## config.mk

```make
export PLATFORM = sky130hd
export DESIGN_NAME = osc_start_ctrl
export DESIGN_NICKNAME = d
export VERILOG_FILES = /design/src/osc_start_ctrl.v
export VERILOG_INCLUDE_DIRS = /design/src /design/src/include
export SDC_FILE = /design/constraint.sdc
export NUM_CORES = 1
export LEC_CHECK = 0
export BUFFER_PORTS_ARGS = -buffer_cell sky130_fd_sc_hd__buf_2
export CAP_MARGIN = 40
export CORE_ASPECT_RATIO = 2
export CORE_MARGIN = 3
export CORE_UTILIZATION = 60
export CTS_CLUSTER_DIAMETER = 120
export DETAILED_ROUTE_END_ITERATION = 6
export PLACE_DENSITY_LB_ADDON = 0.3
export SLEW_MARGIN = 20
export SYNTH_ARGS = -nofsm -noshare
export SYNTH_HDL_FRONTEND = slang
export SYNTH_SLANG_ARGS = --single-unit
```

## constraint.sdc

```tcl
create_clock -name clk -period 4.73 [get_ports clk]
set_input_delay 0.7095 -clock clk [delete_from_list [all_inputs] [get_ports clk]]
set_output_delay 0.7095 -clock clk [all_outputs]
set_load 0.01 [all_outputs]
```

## src/include/osc_regs.vh

```
`ifndef OSC_REGS_VH
`define OSC_REGS_VH

// ==========================================================
// Register byte offsets
`define OSC_A_ENABLE      8'h00
`define OSC_A_LP_CFG      8'h04
`define OSC_A_HF_CFG      8'h08
`define OSC_A_FLAGS       8'h0c
`define OSC_A_IE          8'h10
`define OSC_A_KEY         8'h14
`define OSC_A_STATUS      8'h18

// ==========================================================
// Enable register bits (boot, low-power, high-freq, external)
`define OSC_EN_BOOT       0
`define OSC_EN_LP         1
`define OSC_EN_HF         2
`define OSC_EN_EXT        3
`define OSC_EN_RST        4'h1

// ==========================================================
// Low-power configuration fields
`define OSC_LP_TYPE       0
`define OSC_LP_WT_LSB     4
`define OSC_LP_NGAIN_LSB  8
`define OSC_LP_CAP_LSB    12
`define OSC_LP_BGAIN_LSB  16
`define OSC_LP_BOOST      20
`define OSC_LP_STOPDET    24
`define OSC_LP_RESTART    25

// ==========================================================
// High-frequency configuration fields
`define OSC_HF_FQ         0
`define OSC_HF_WT_LSB     4

// ==========================================================
// Event flag / enable bits
`define OSC_F_BOOT        0
`define OSC_F_LP          1
`define OSC_F_HF          2
`define OSC_F_STOP        3

// ==========================================================
// Protection and timing
`define OSC_KEY_UNLOCK    16'h0096
`define OSC_KEY_RST       16'h0000
`define OSC_BOOT_WAIT     15'h0010
`define OSC_LP_WAIT_LONG  15'h4000
`define OSC_LP_WAIT_1     15'h1000
`define OSC_LP_WAIT_2     15'h0800
`define OSC_LP_WAIT_3     15'h0400
`define OSC_HF_WAIT_BASE  15'h0004
`define OSC_LP_BOOST_CYC  15'h0400
// Stop timeout: 131072 ns counted in 4 ns clock cycles
`define OSC_STOP_CYCLES   16'h8000

`endif

```

## src/osc_start_ctrl.v

```verilog
`default_nettype none
`include "osc_regs.vh"

// What this block does
// - Boot oscillator enabled and usable after reset
// - Low-power type: crystal or internal, software chosen
// - Boost bit gives high gain to the crystal only, fixed period
// - Crystal stop detector flags and restarts oscillator
// - One bit selects high-frequency output frequency
// - External clock passes at once when enabled
// - Clock gated until wait time elapses
// - Wait fields: 2-bit low-power, 3-bit high-freq
// - Boot oscillator wait fixed at 16 cycles
// - Wait end sets flag and opens clock
// - Full wait on every start, flag regardless
// - Flags cleared by writing one
// - Per-flag interrupt enable bit
// - Per-oscillator enable bit in one register
// - Configuration writes only while key unlocks
// - Low-power configuration field set
// - Interrupt only when flag and enable set
module osc_start_ctrl #(
    // Benches shorten these two; hardware keeps the defaults
    parameter [14:0] LP_WAIT_LONG = `OSC_LP_WAIT_LONG,
    parameter [15:0] STOP_CYCLES  = `OSC_STOP_CYCLES
) (
    input  wire        clk,
    input  wire        rst_b,
    input  wire [7:0]  reg_addr,
    input  wire [31:0] reg_wdata,
    input  wire        reg_wr,
    input  wire        reg_rd,
    output wire [31:0] reg_rdata,
    input  wire        boot_osc_clock,
    input  wire        lowpower_osc_clock,
    input  wire        highfreq_osc_clock,
    output wire        boot_osc_run,
    output wire        lowpower_osc_run,
    output wire        highfreq_osc_run,
    output wire        lowpower_type_sel,
    output wire [1:0]  lowpower_gain,
    output wire [2:0]  gate_cap_sel,
    output wire        highfreq_freq_sel,
    output wire        boot_clk_gate,
    output wire        lowpower_clk_gate,
    output wire        highfreq_clk_gate,
    output wire        ext_clk_gate,
    output wire        irq
);

    // ==========================================================
    // Register state
    reg  [3:0]  en_q;
    reg         lp_type_q;
    reg  [1:0]  lp_wt_q;
    reg  [1:0]  lp_ngain_q;
    reg  [2:0]  lp_cap_q;
    reg  [1:0]  lp_bgain_q;
    reg         lp_boost_q;
    reg         lp_stopdet_q;
    reg         lp_restart_q;
    reg         hf_fq_q;
    reg  [2:0]  hf_wt_q;
    reg  [3:0]  flag_q;
    reg  [3:0]  ie_q;
    reg  [15:0] key_q;
    reg  [31:0] rdata_q;
    reg  [2:0]  run_q;
    reg         ext_gate_q;
    reg  [1:0]  gain_q;
    reg         irq_q;
    reg  [15:0] stop_cnt_q;
    reg  [3:0]  flag_d;
    reg  [31:0] rdata_d;
    reg  [14:0] lp_tgt;

    // ==========================================================
    // Shared wires
    // Three counted oscillators; the external input has no wait
    localparam NWAIT = 3;
    localparam CW    = 15;

    wire [2:0]  osc_clk_in;
    wire [2:0]  osc_edge;
    wire [2:0]  gate_q;
    wire [2:0]  done;
    wire [44:0] tgt;
    wire [44:0] cnt_all;
    wire [14:0] lp_cnt;
    wire        unlocked;
    wire        stop_evt;
    wire        boost_on;

    // One write strobe per writable register
    wire wr_en  = reg_wr & (reg_addr == `OSC_A_ENABLE);
    wire wr_lp  = reg_wr & (reg_addr == `OSC_A_LP_CFG);
    wire wr_hf  = reg_wr & (reg_addr == `OSC_A_HF_CFG);
    wire wr_flg = reg_wr & (reg_addr == `OSC_A_FLAGS);
    wire wr_ie  = reg_wr & (reg_addr == `OSC_A_IE);
    wire wr_key = reg_wr & (reg_addr == `OSC_A_KEY);

    assign unlocked   = (key_q == `OSC_KEY_UNLOCK);
    assign osc_clk_in = {highfreq_osc_clock, lowpower_osc_clock, boot_osc_clock};

    // ==========================================================
    // Wait lengths per oscillator, counted in its own cycles
    // Code 0 is the crystal minimum, code 1 the internal minimum
    always @* begin
        case (lp_wt_q)
            2'b00:   lp_tgt = LP_WAIT_LONG;
            2'b01:   lp_tgt = `OSC_LP_WAIT_1;
            2'b10:   lp_tgt = `OSC_LP_WAIT_2;
            default: lp_tgt = `OSC_LP_WAIT_3;
        endcase
    end

    // High-freq wait is 4 << code, so the smallest choice is the minimum
    assign tgt[14:0]  = `OSC_BOOT_WAIT;
    assign tgt[29:15] = lp_tgt;
    assign tgt[44:30] = `OSC_HF_WAIT_BASE << hf_wt_q;

    // ==========================================================
    // Per-oscillator stabilization wait
    // Oscillator clocks are sampled, so each must run below clk/2.
    // Counters run on clk and step on synchronized oscillator edges,
    // so a stalled oscillator simply freezes its count.
    genvar gi;
    generate
        for (gi = 0; gi < NWAIT; gi = gi + 1) begin : g_wait
            reg        s1_q;
            reg        s2_q;
            reg        s3_q;
            reg [14:0] cnt_q;
            reg        g_q;
            wire [14:0] t = tgt[gi*CW+CW-1:gi*CW];

            // Third flop only feeds the edge detector; s1 stays a pure synchroniser
            assign osc_edge[gi] = s2_q & ~s3_q;
            assign done[gi]     = run_q[gi] & ~g_q & osc_edge[gi] & (cnt_q == t - 15'h0001);
            assign gate_q[gi]   = g_q;
            assign cnt_all[gi*CW+CW-1:gi*CW] = cnt_q;

            always @(posedge clk) begin
                if (!rst_b) begin
                    // Pins idle low, so a zero reset gives no false edge
                    s1_q  <= 1'b0;
                    s2_q  <= 1'b0;
                    s3_q  <= 1'b0;
                    cnt_q <= 15'h0000;
                    g_q   <= 1'b0;
                end else begin
                    s1_q <= osc_clk_in[gi];
                    s2_q <= s1_q;
                    s3_q <= s2_q;
                    if (!run_q[gi]) begin
                        cnt_q <= 15'h0000;
                        g_q   <= 1'b0;
                    end else if (!g_q && osc_edge[gi]) begin
                        cnt_q <= cnt_q + 15'h0001;
                        if (done[gi]) begin
                            g_q <= 1'b1;
                        end
                    end
                end
            end
        end
    endgenerate

    // Boost timing reuses the low-power wait count
    assign lp_cnt = cnt_all[29:15];

    // ==========================================================
    // Crystal stop detector
    // The timeout spans several 32 kHz periods to tolerate jitter.
    // Armed only while the crystal runs with its clock open;
    // the internal oscillator has no detector.
    assign stop_evt = run_q[`OSC_EN_LP] & gate_q[1] & lp_stopdet_q & ~lp_type_q
                    & ~osc_edge[1] & (stop_cnt_q == STOP_CYCLES - 16'h0001);

    always @(posedge clk) begin
        if (!rst_b) begin
            stop_cnt_q <= 16'h0000;
        end else if (!(run_q[`OSC_EN_LP] & gate_q[1] & lp_stopdet_q & ~lp_type_q)
                     || osc_edge[1] || stop_evt) begin
            stop_cnt_q <= 16'h0000;
        end else begin
            stop_cnt_q <= stop_cnt_q + 16'h0001;
        end
    end

    // ==========================================================
    // Oscillator run controls
    // A restart drops the run line for one cycle, which also reruns the wait.
    // Every encoded wait is at least the boost length, so the gain always reverts.
    // Run lines are registered so each oscillator pin comes from a flop.
    assign boost_on = run_q[`OSC_EN_LP] & lp_boost_q & ~lp_type_q
                    & (lp_cnt < `OSC_LP_BOOST_CYC);

    always @(posedge clk) begin
        if (!rst_b) begin
            run_q      <= 3'h0;
            ext_gate_q <= 1'b0;
            gain_q     <= 2'h0;
        end else begin
            run_q[`OSC_EN_BOOT] <= en_q[`OSC_EN_BOOT];
            run_q[`OSC_EN_LP]   <= en_q[`OSC_EN_LP] & ~(stop_evt & lp_restart_q);
            run_q[`OSC_EN_HF]   <= en_q[`OSC_EN_HF];
            // External clock has no counter: its gate just follows the enable
            ext_gate_q          <= en_q[`OSC_EN_EXT];
            gain_q              <= boost_on ? lp_bgain_q : lp_ngain_q;
        end
    end

    // ==========================================================
    // Register writes
    // Writing zero to a flag bit leaves it alone
    always @* begin
        flag_d = flag_q;
        if (wr_flg) begin
            flag_d = flag_d & ~reg_wdata[3:0];
        end
        // Hardware set wins over a same-cycle clear
        flag_d = flag_d | {stop_evt, done};
    end

    always @(posedge clk) begin
        if (!rst_b) begin
            en_q         <= `OSC_EN_RST;
            lp_type_q    <= 1'b0;
            lp_wt_q      <= 2'h0;
            lp_ngain_q   <= 2'h0;
            lp_cap_q     <= 3'h0;
            lp_bgain_q   <= 2'h0;
            lp_boost_q   <= 1'b0;
            lp_stopdet_q <= 1'b0;
            lp_restart_q <= 1'b0;
            hf_fq_q      <= 1'b0;
            hf_wt_q      <= 3'h0;
            flag_q       <= 4'h0;
            ie_q         <= 4'h0;
            key_q        <= `OSC_KEY_RST;
            irq_q        <= 1'b0;
        end else begin
            if (wr_en) begin
                en_q <= reg_wdata[3:0];
            end
            // Only the two configuration words are locked
            if (wr_lp && unlocked) begin
                lp_type_q    <= reg_wdata[`OSC_LP_TYPE];
                lp_wt_q      <= reg_wdata[`OSC_LP_WT_LSB+1:`OSC_LP_WT_LSB];
                lp_ngain_q   <= reg_wdata[`OSC_LP_NGAIN_LSB+1:`OSC_LP_NGAIN_LSB];
                lp_cap_q     <= reg_wdata[`OSC_LP_CAP_LSB+2:`OSC_LP_CAP_LSB];
                lp_bgain_q   <= reg_wdata[`OSC_LP_BGAIN_LSB+1:`OSC_LP_BGAIN_LSB];
                lp_boost_q   <= reg_wdata[`OSC_LP_BOOST];
                lp_stopdet_q <= reg_wdata[`OSC_LP_STOPDET];
                lp_restart_q <= reg_wdata[`OSC_LP_RESTART];
            end
            if (wr_hf && unlocked) begin
                hf_fq_q <= reg_wdata[`OSC_HF_FQ];
                hf_wt_q <= reg_wdata[`OSC_HF_WT_LSB+2:`OSC_HF_WT_LSB];
            end
            if (wr_ie) begin
                ie_q <= reg_wdata[3:0];
            end
            // Any value but the unlock code locks again
            if (wr_key) begin
                key_q <= reg_wdata[15:0];
            end
            flag_q <= flag_d;
            // Irq lags the flags by a cycle so it stays a flop output
            irq_q  <= |(flag_q & ie_q);
        end
    end

    // ==========================================================
    // Register reads: data valid only in the cycle after the strobe
    // Status is read only; writes to it are ignored
    always @* begin
        rdata_d = 32'h00000000;
        case (reg_addr)
            `OSC_A_ENABLE: rdata_d[3:0] = en_q;
            `OSC_A_LP_CFG: begin
                rdata_d[`OSC_LP_TYPE]                         = lp_type_q;
                rdata_d[`OSC_LP_WT_LSB+1:`OSC_LP_WT_LSB]       = lp_wt_q;
                rdata_d[`OSC_LP_NGAIN_LSB+1:`OSC_LP_NGAIN_LSB] = lp_ngain_q;
                rdata_d[`OSC_LP_CAP_LSB+2:`OSC_LP_CAP_LSB]     = lp_cap_q;
                rdata_d[`OSC_LP_BGAIN_LSB+1:`OSC_LP_BGAIN_LSB] = lp_bgain_q;
                rdata_d[`OSC_LP_BOOST]                        = lp_boost_q;
                rdata_d[`OSC_LP_STOPDET]                      = lp_stopdet_q;
                rdata_d[`OSC_LP_RESTART]                      = lp_restart_q;
            end
            `OSC_A_HF_CFG: begin
                rdata_d[`OSC_HF_FQ]                       = hf_fq_q;
                rdata_d[`OSC_HF_WT_LSB+2:`OSC_HF_WT_LSB]   = hf_wt_q;
            end
            `OSC_A_FLAGS:  rdata_d[3:0]  = flag_q;
            `OSC_A_IE:     rdata_d[3:0]  = ie_q;
            `OSC_A_KEY:    rdata_d[15:0] = key_q;
            `OSC_A_STATUS: rdata_d[3:0]  = {ext_gate_q, gate_q};
            default:       rdata_d       = 32'h00000000;
        endcase
    end

    // Read data falls back to zero so a stale word never lingers
    always @(posedge clk) begin
        if (!rst_b) begin
            rdata_q <= 32'h00000000;
        end else if (reg_rd) begin
            rdata_q <= rdata_d;
        end else begin
            rdata_q <= 32'h00000000;
        end
    end

    // ==========================================================
    // Outputs
    // Gates are levels for the clock switches outside this block
    assign reg_rdata         = rdata_q;
    assign boot_osc_run      = run_q[`OSC_EN_BOOT];
    assign lowpower_osc_run  = run_q[`OSC_EN_LP];
    assign highfreq_osc_run  = run_q[`OSC_EN_HF];
    assign lowpower_type_sel = lp_type_q;
    assign lowpower_gain     = gain_q;
    assign gate_cap_sel      = lp_cap_q;
    assign highfreq_freq_sel = hf_fq_q;
    assign boot_clk_gate     = gate_q[0];
    assign lowpower_clk_gate = gate_q[1];
    assign highfreq_clk_gate = gate_q[2];
    assign ext_clk_gate      = ext_gate_q;
    assign irq               = irq_q;

endmodule // osc_start_ctrl

`default_nettype wire

```

==> results.md, run 1 <==
- Worst-margin pin slew: 0.766 ns
- Initial antenna violation count: 0
- Row count: 53
- Initial DRC count: 324
- Initial Util: 0.620
- Crit start category: input port
- Placement Setup Slack: 1.66 ns
- DR vias: 5412
- Layout Cells excl Fill: 916
- Tot Pwr: 0.00267 W
- Synth warn: 0
- Clock Skew: 0.00590 ns
- Async set-or-reset flop fraction in the synthesized netlist: 0
- Max Root-Sink Buffers: 2
- Mean routed wirelength per cell: 16.6 µm
- Mean Syn Cell Area: 9.24 µm²
- Dpl hpwl: 10.7 mm
- Max-Cap Viols: 0
- Final Core Density: 0.711
- Setup TNS: 0 ns
- Final hold vios: 0
- Core box area: 0.0105 mm²
- Cells after Synth: 707
- CP startpoint: reg_addr[2]
- Antenna Nets Post-Route: 0
- Post-synth cell types: 78
- Root Driver: clkbuf_16
- Avg Vias per Cell: 5.91
- Bufs and invs on worst path: 2
- Number of diodes: 0
- Slowest stage delay, CP: 0.60 ns
- PostCTS Resize Cnt: 0
- CTS Sinks: 146
- Min Tclk post-route: 2.70 ns
- Worst path required time: 5.08 ns
- # nets final: 819
- Nature of the critical path endpoint: flop
- Reg2Reg Setup Slack: 2.80 ns
- Crit path cell chain: buf_2 > nor4b_2 > buf_4 > and3_1 > and3_1 > a22o_1
- Max Slew Vio Count: 0
- Die Span X: 79.8 µm
- Slew HR: 0.482
- Lkg Pwr: 2.84 nW
- Port Buffers: 71
- Leading cell types in the layout, fill and taps excluded: dfxtp_1, nand2_1, buf_2
- Layout cells sized above 1: 0.160
- Final setup fails: 0
- Most used cell along the critical path: and3_1
- Num CTS Buffers: 17
- Critical Path Slowest Stage Cell: nor4b_2
- Synth Register Bits: 146
- First-pass GRT wire length: 25.0 mm
- Area Growth Syn to Fin: 14.8%
- Gpl congestion: 0.827
- Crit-path max FO: 17
- Kind of critical path: input port to flop
- CTS clock-pin slew for the worst setup and hold paths: 0.06 ns
- Fin crit share: 0.572
- Total die area: 0.0123 mm²
- CTS tree: done
- Height of the die: 154 µm
- Via count of the first global-routing pass: 5452
- IO Pins: 94
- Clk_lat worst skew: 0.41 ns
- Synth Cell Area: 0.00653 mm²
- Number of setup buffers added after CTS: 0
- Post-route worst setup slack: 2.03 ns
- Hold_buf cts: 0
- Crit path max-delay family: simple AND/OR/NAND/NOR gates
- Share of the yosys chip area belonging to registers: 0.447
- H-tree Lvls: 4
- Worst hold start: g_wait[1].s1_q$_SDFF_PN0_
- Total track usage: 0.255
- Post-synth EDFFs: 0
- Peak Freq: 370 MHz
- Unrepaired setup endpoints after global routing: no
- Placed Cells: 886
- Pin count of the biggest net entering global routing: 46
- Status: completed
- # DRC: 0
- Synth Flop Type: dfxtp_1
- Most common cell after layout, fill and taps aside: dfxtp_1
- DRT Wirelength: 15.2 mm
- GR Overflow Total: 0
- Crit path DAT: 3.05 ns
- Power Density: 356 mW/mm²
- Type of the tightest min-delay check: flop to flop
- Peak supply drop: 0.287 mV
- Fill cells: 771
- Reg2Reg Launch Point: stop_cnt_q[6]$_SDFF_PP0_
- First drt pass iteration count: 5
## cells in the mapped netlist, types with 5 or more instances
library cell  number  share of area
o21ai_1            5         0.0038
and2_1            18          0.017
nor2b_1           16          0.015
clkbuf_1          18          0.010
nor4b_1            5         0.0067
xor2_1            18          0.024
a21boi_1          15          0.017
a22o_1             7         0.0094
and4_1             6         0.0080
a21oi_1           24          0.018
and3_1            18          0.017
buf_2              6         0.0046
nand3_1           40          0.031
inv_1             11         0.0063
dfxtp_1          146           0.45
buf_4             13          0.015
xnor2_1           19          0.025
a22oi_1            6         0.0069
or3_1              8         0.0077
o21ai_0           10         0.0077
nand2_1           82          0.047
or4_1              8         0.0092
mux2i_1           41          0.063
nor4_1             9         0.0086
nand4_1           19          0.018
nor3b_1            6         0.0069
nor2_1            55          0.032
## final timing paths
check,to,depth (start not counted)
worst min register to register,g_wait[1].s2_q$_SDFF_PN0_,1
worst max register to register,stop_cnt_q[8]$_SDFF_PP0_,4
worst max-delay path,reg_rdata[8]$_SDFF_PN0_,6
worst min-delay path,g_wait[1].s2_q$_SDFF_PN0_,1
## per-layer routing
layer	track usage	share of wire	up-vias
li1	-	-	2623
met1	0.259	0.37	2607
met2	0.488	0.57	144
met3	0.0533	0.043	38
met4	0.103	0.025	0
met5	0	0	-
## final cells by class
class	count	area, µm²	area share
Sequential cell	146	2920	0.390
Clock buffer	18	429	0.0572
Clock inverter	12	166	0.0222
Timing Repair Buffer	75	393	0.0524
Multi-Input combinational cell	516	3370	0.450
Inverter	12	45.0	0.00601
Tap cell	137	171	0.0229
## stage by stage
step           area [µm²]  hold WS (ns)
2_1_floorplan        6570         0.412
3_3_place_gp         6890         0.414
3_5_place_dp         6900         0.423
4_1_cts              7500         0.434
5_1_grt              7500         0.450
6_report             7500         0.430
## power by group
| group | internal [W] | total, W | switching [W] |
|---|---|---|---|
| sequential | 0.00123 | 0.00124 | 0.00000316 |
| clock | 0.000870 | 0.00136 | 0.000488 |
| combinational | 0.0000287 | 0.0000771 | 0.0000484 |
## sequential cells by signal, summed over array words and instances (netlist names), 4 cells and up
signal / flops
reg_rdata: 21
stop_cnt_q: 16
ie_q: 4
en_q: 4
key_q: 16
g_wait.cnt_q: 45
flag_q: 4
## cells by family after synthesis
group,synth area share
mux,0.0663
other cells,0.000574
compound gates,0.110
buf+inv,0.0425
simple gates,0.276
flops,0.447
xor+xnor,0.0496
fa+ha+maj,0.00766
(Power assumes the default switching activity.)
==> run 2: changes to the inputs <==
--- a/config.mk
+++ b/config.mk
@@ -6,11 +6,12 @@
 export SDC_FILE = /design/constraint.sdc
 export NUM_CORES = 1
 export LEC_CHECK = 0
+export ABC_AREA = 1
 export BUFFER_PORTS_ARGS = -buffer_cell sky130_fd_sc_hd__buf_2
 export CAP_MARGIN = 40
 export CORE_ASPECT_RATIO = 2
 export CORE_MARGIN = 3
-export CORE_UTILIZATION = 60
+export CORE_UTILIZATION = 57
 export CTS_CLUSTER_DIAMETER = 120
 export DETAILED_ROUTE_END_ITERATION = 6
 export PLACE_DENSITY_LB_ADDON = 0.3
==> constraint.sdc (replaced) <==
create_clock -name clk -period 2.65 [get_ports clk]
set_input_delay 0.3975 -clock clk [delete_from_list [all_inputs] [get_ports clk]]
set_output_delay 0.3975 -clock clk [all_outputs]
set_load 0.01 [all_outputs]
==> results.md, run 2 <==
- Status: completed (unchanged)
- Hold_buf cts: 0 (unchanged)
- Async set-or-reset flop fraction in the synthesized netlist: 0 (unchanged)
- Crit path DAT: 2.07 ns (was 3.05 ns)
- H-tree Lvls: 4 (unchanged)
- Reg power frac: 0.486 (was 0.463)
- Gpl congestion: 0.853 (was 0.827)
- Routed wl met2: 8.22 mm (was 8.60 mm)
- Max-Cap Viols: 0 (unchanged)
- Initial Util: 0.587 (was 0.620)
- Type of the tightest min-delay check: input port to flop (was flop to flop)
- Leading cell types in the layout, fill and taps excluded: nand2_1, dfxtp_1, inv_1 (was dfxtp_1, nand2_1, buf_2)
- DRT Wirelength: 15.0 mm (was 15.2 mm)
- First-pass GRT wire length: 24.9 mm (was 25.0 mm)
- Dominant cell type by area after synthesis: dfxtp_1 (unchanged)
- Max reg flops: 45 (unchanged)
- CTS Sinks: 146 (unchanged)
- Number of diodes: 0 (unchanged)
- Port Buffers: 71 (unchanged)
- Antenna Nets Post-Route: 0 (unchanged)
- Peak Freq: 562 MHz
- Final hold vios: 0 (unchanged)
- Min Tclk post-route: 1.78 ns
- Root Driver: clkbuf_16 (unchanged)
- # nets final: 1059 (was 819)
- Setup TNS: 0 ns (unchanged)
- Tot Pwr: 0.00454 W (was 0.00267 W)
- Kind of critical path: flop to flop (was input port to flop)
- Core box area: 0.0114 mm² (was 0.0105 mm²)
- Dpl hpwl: 11.0 mm (was 10.7 mm)
- Top-count cell post-synth: nand2_1 (was dfxtp_1)
- Post-synth EDFFs: 0 (unchanged)
- Most flops, register: g_wait.cnt_q (unchanged)
- Row count: 55 (was 53)
- Post-synth cell types: 42 (was 78)
- Clock Power Share: 0.486 (was 0.508)
- Register area: 0.00292 mm² (unchanged)
- Cells after Synth: 938 (was 707)
- Slew HR: 0.547 (was 0.482)
- Top post-synthesis cells by count: nand2_1, dfxtp_1, inv_1 (was dfxtp_1, nand2_1, nor2_1)
- Synth warn: 0 (unchanged)
- PostCTS Resize Cnt: 0 (unchanged)
- Clock Skew: 0.0101 ns (was 0.00590 ns)
- Power Density: 594 mW/mm² (was 356 mW/mm²)
- Int Pwr: 0.00346 W (was 0.00213 W)
- Highest metal used: met4 (unchanged)
- Top cells by area, synth: dfxtp_1, nand2_1, inv_1 (was dfxtp_1, mux2i_1, nand2_1)
- Avg Vias per Cell: 5.10 (was 5.91)
- Sw frac: 0.238 (was 0.202)
- Crit start category: flop (was input port)
- Multi-input logic area: 0.00309 mm² (was 0.00337 mm²)
- Num CTS Buffers: 17 (unchanged)
- Most common cell after layout, fill and taps aside: nand2_1 (was dfxtp_1)
- Reg2Reg Setup Slack: 0.87 ns (was 2.80 ns)
- GR Overflow Total: 0 (unchanged)
- Peak supply drop: 0.486 mV (was 0.287 mV)
- CTS clock-pin slew for the worst setup and hold paths: 0.07 ns (was 0.06 ns)
- Die Span X: 82.7 µm (was 79.8 µm)
- Pin count of the biggest net entering global routing: 43 (was 46)
- Unrepaired setup endpoints after global routing: no (unchanged)
- Total track usage: 0.241 (was 0.255)
- Share of the yosys chip area belonging to registers: 0.436 (was 0.447)
- IO Pins: 94 (unchanged)
- Mean Syn Cell Area: 7.14 µm² (was 9.24 µm²)
- First drt pass iteration count: 4 (was 5)
- DR vias: 5926 (was 5412)
- Max Root-Sink Buffers: 2 (unchanged)
- DR WL met3: 622 µm (was 655 µm)
- Synth Cell Area: 0.00670 mm² (was 0.00653 mm²)
- Fill cells: 1073 (was 771)
- Lkg Pwr: 3.21 nW (was 2.84 nW)
- Psw: 0.00108 W (was 0.000539 W)
- Worst-margin pin slew: 0.679 ns (was 0.766 ns)
- Mean routed wirelength per cell: 12.9 µm (was 16.6 µm)
- Synth Register Bits: 146 (unchanged)
- Initial antenna violation count: 0 (unchanged)
- Clk_lat worst skew: 0.42 ns (was 0.41 ns)
- Fin crit share: 0.672
- Gate power share: 0.029 (about the same)
- Layout cells sized above 1: 0.150 (was 0.160)
- Nature of the critical path endpoint: flop (unchanged)
- Height of the die: 159 µm (was 154 µm)
- Initial DRC count: 264 (was 324)
- # DRC: 0 (unchanged)
- Number of setup buffers added after CTS: 0 (unchanged)
- Post-Route M1 WL: 5.75 mm (was 5.57 mm)
- Synth Flop Type: dfxtp_1 (unchanged)
- Final setup fails: 0 (unchanged)
- CTS tree: done (unchanged)
- Crit-path max FO: 15 (was 17)
- Max Slew Vio Count: 0 (unchanged)
- Worst path required time: 2.94 ns (was 5.08 ns)
- Total die area: 0.0132 mm² (was 0.0123 mm²)
- Post-synth top area share: 0.436 (was 0.447)
- Area Growth Syn to Fin: 14.2% (was 14.8%)
- Via count of the first global-routing pass: 5610 (was 5452)
-- run 2: cell count changes in the layout (fill, tap and decap cells not counted), moves of 41 or more --
cell,previous run,this run
o21ai_0,10,51
inv_1,11,133
nor2_1,55,126
mux2i_1,41,0
nand2_1,82,191
a21oi_1,24,76
-- run 2: critical path, cell delays in order, from the launching register on --
cell     delay, ns
dfxtp_1       0.36
ha_1          0.19
nand2_2       0.09
nor3_4        0.22
nand3_2       0.16
o21ai_4       0.51
nor2_1        0.09
-- run 2: through the flow --
step / setup WS [ns] / util / std cells / area [µm²] / hold slack, ns
2_1_floorplan: 1.15 / - / 948 / 6740 / 0.390
6_report: 0.870 / 0.670 / 1163 / 7650 / 0.150
5_1_grt: 0.692 / 0.670 / 1163 / 7650 / 0.177
3_5_place_dp: 0.580 / 0.622 / 1131 / 7100 / 0.399
3_3_place_gp: 0.615 / 0.622 / 1131 / 7100 / 0.398
4_1_cts: 0.846 / 0.670 / 1163 / 7650 / 0.147
-- run 2: worst paths after layout --
| kind | cells past startpoint | from | endpoint |
|---|---|---|---|
| max | 6 | stop_cnt_q[0]$_SDFF_PP0_ | stop_cnt_q[12]$_SDFF_PP0_ |
| min | 3 | boot_osc_clock | g_wait[0].s1_q$_SDFF_PN0_ |
| max reg2reg | 6 | stop_cnt_q[0]$_SDFF_PP0_ | stop_cnt_q[12]$_SDFF_PP0_ |
| min reg2reg | 2 | g_wait[2].s1_q$_SDFF_PN0_ | g_wait[2].s2_q$_SDFF_PN0_ |
-- run 2: area by class of cell --
| type | count | share of cell area |
|---|---|---|
| multi-input combinational | 631 | 0.404 |
| sequential | 146 | 0.382 |
| inverter | 137 | 0.0674 |
| clock buffer | 17 | 0.0556 |
| timing repair buffer | 75 | 0.0520 |
| tap | 142 | 0.0232 |
| clock inverter | 15 | 0.0160 |
-- run 2: power by group through the flow --
stage          Sequential [W]  Combinational (W)  Clock [W]
2_1_floorplan         0.00225          0.0000920          0
3_3_place_gp          0.00226           0.000128          0
3_5_place_dp          0.00226           0.000128          0
4_1_cts               0.00221           0.000130    0.00224
5_1_grt               0.00221           0.000147    0.00235
6_report              0.00221           0.000130    0.00221
-- run 2: cells by family (layout without fill, tap and decap cells) --
logic type,after synthesis,after routing,synth area share
AO/OA/AOI/OAI,144,144,0.112
flip-flops,146,146,0.436
AND/OR/NAND/NOR,457,457,0.315
XOR/XNOR,15,15,0.0196
adder cells (fa/ha/maj),4,4,0.00747
buffers and inverters,171,244,0.109
other,1,11,0.000560
-- run 2: routing by layer --
metal / global-route usage / up-vias
li1: - / 3091
met5: 0 / -
met3: 0.0487 / 34
met1: 0.254 / 2674
met4: 0.0990 / 0
met2: 0.441 / 127
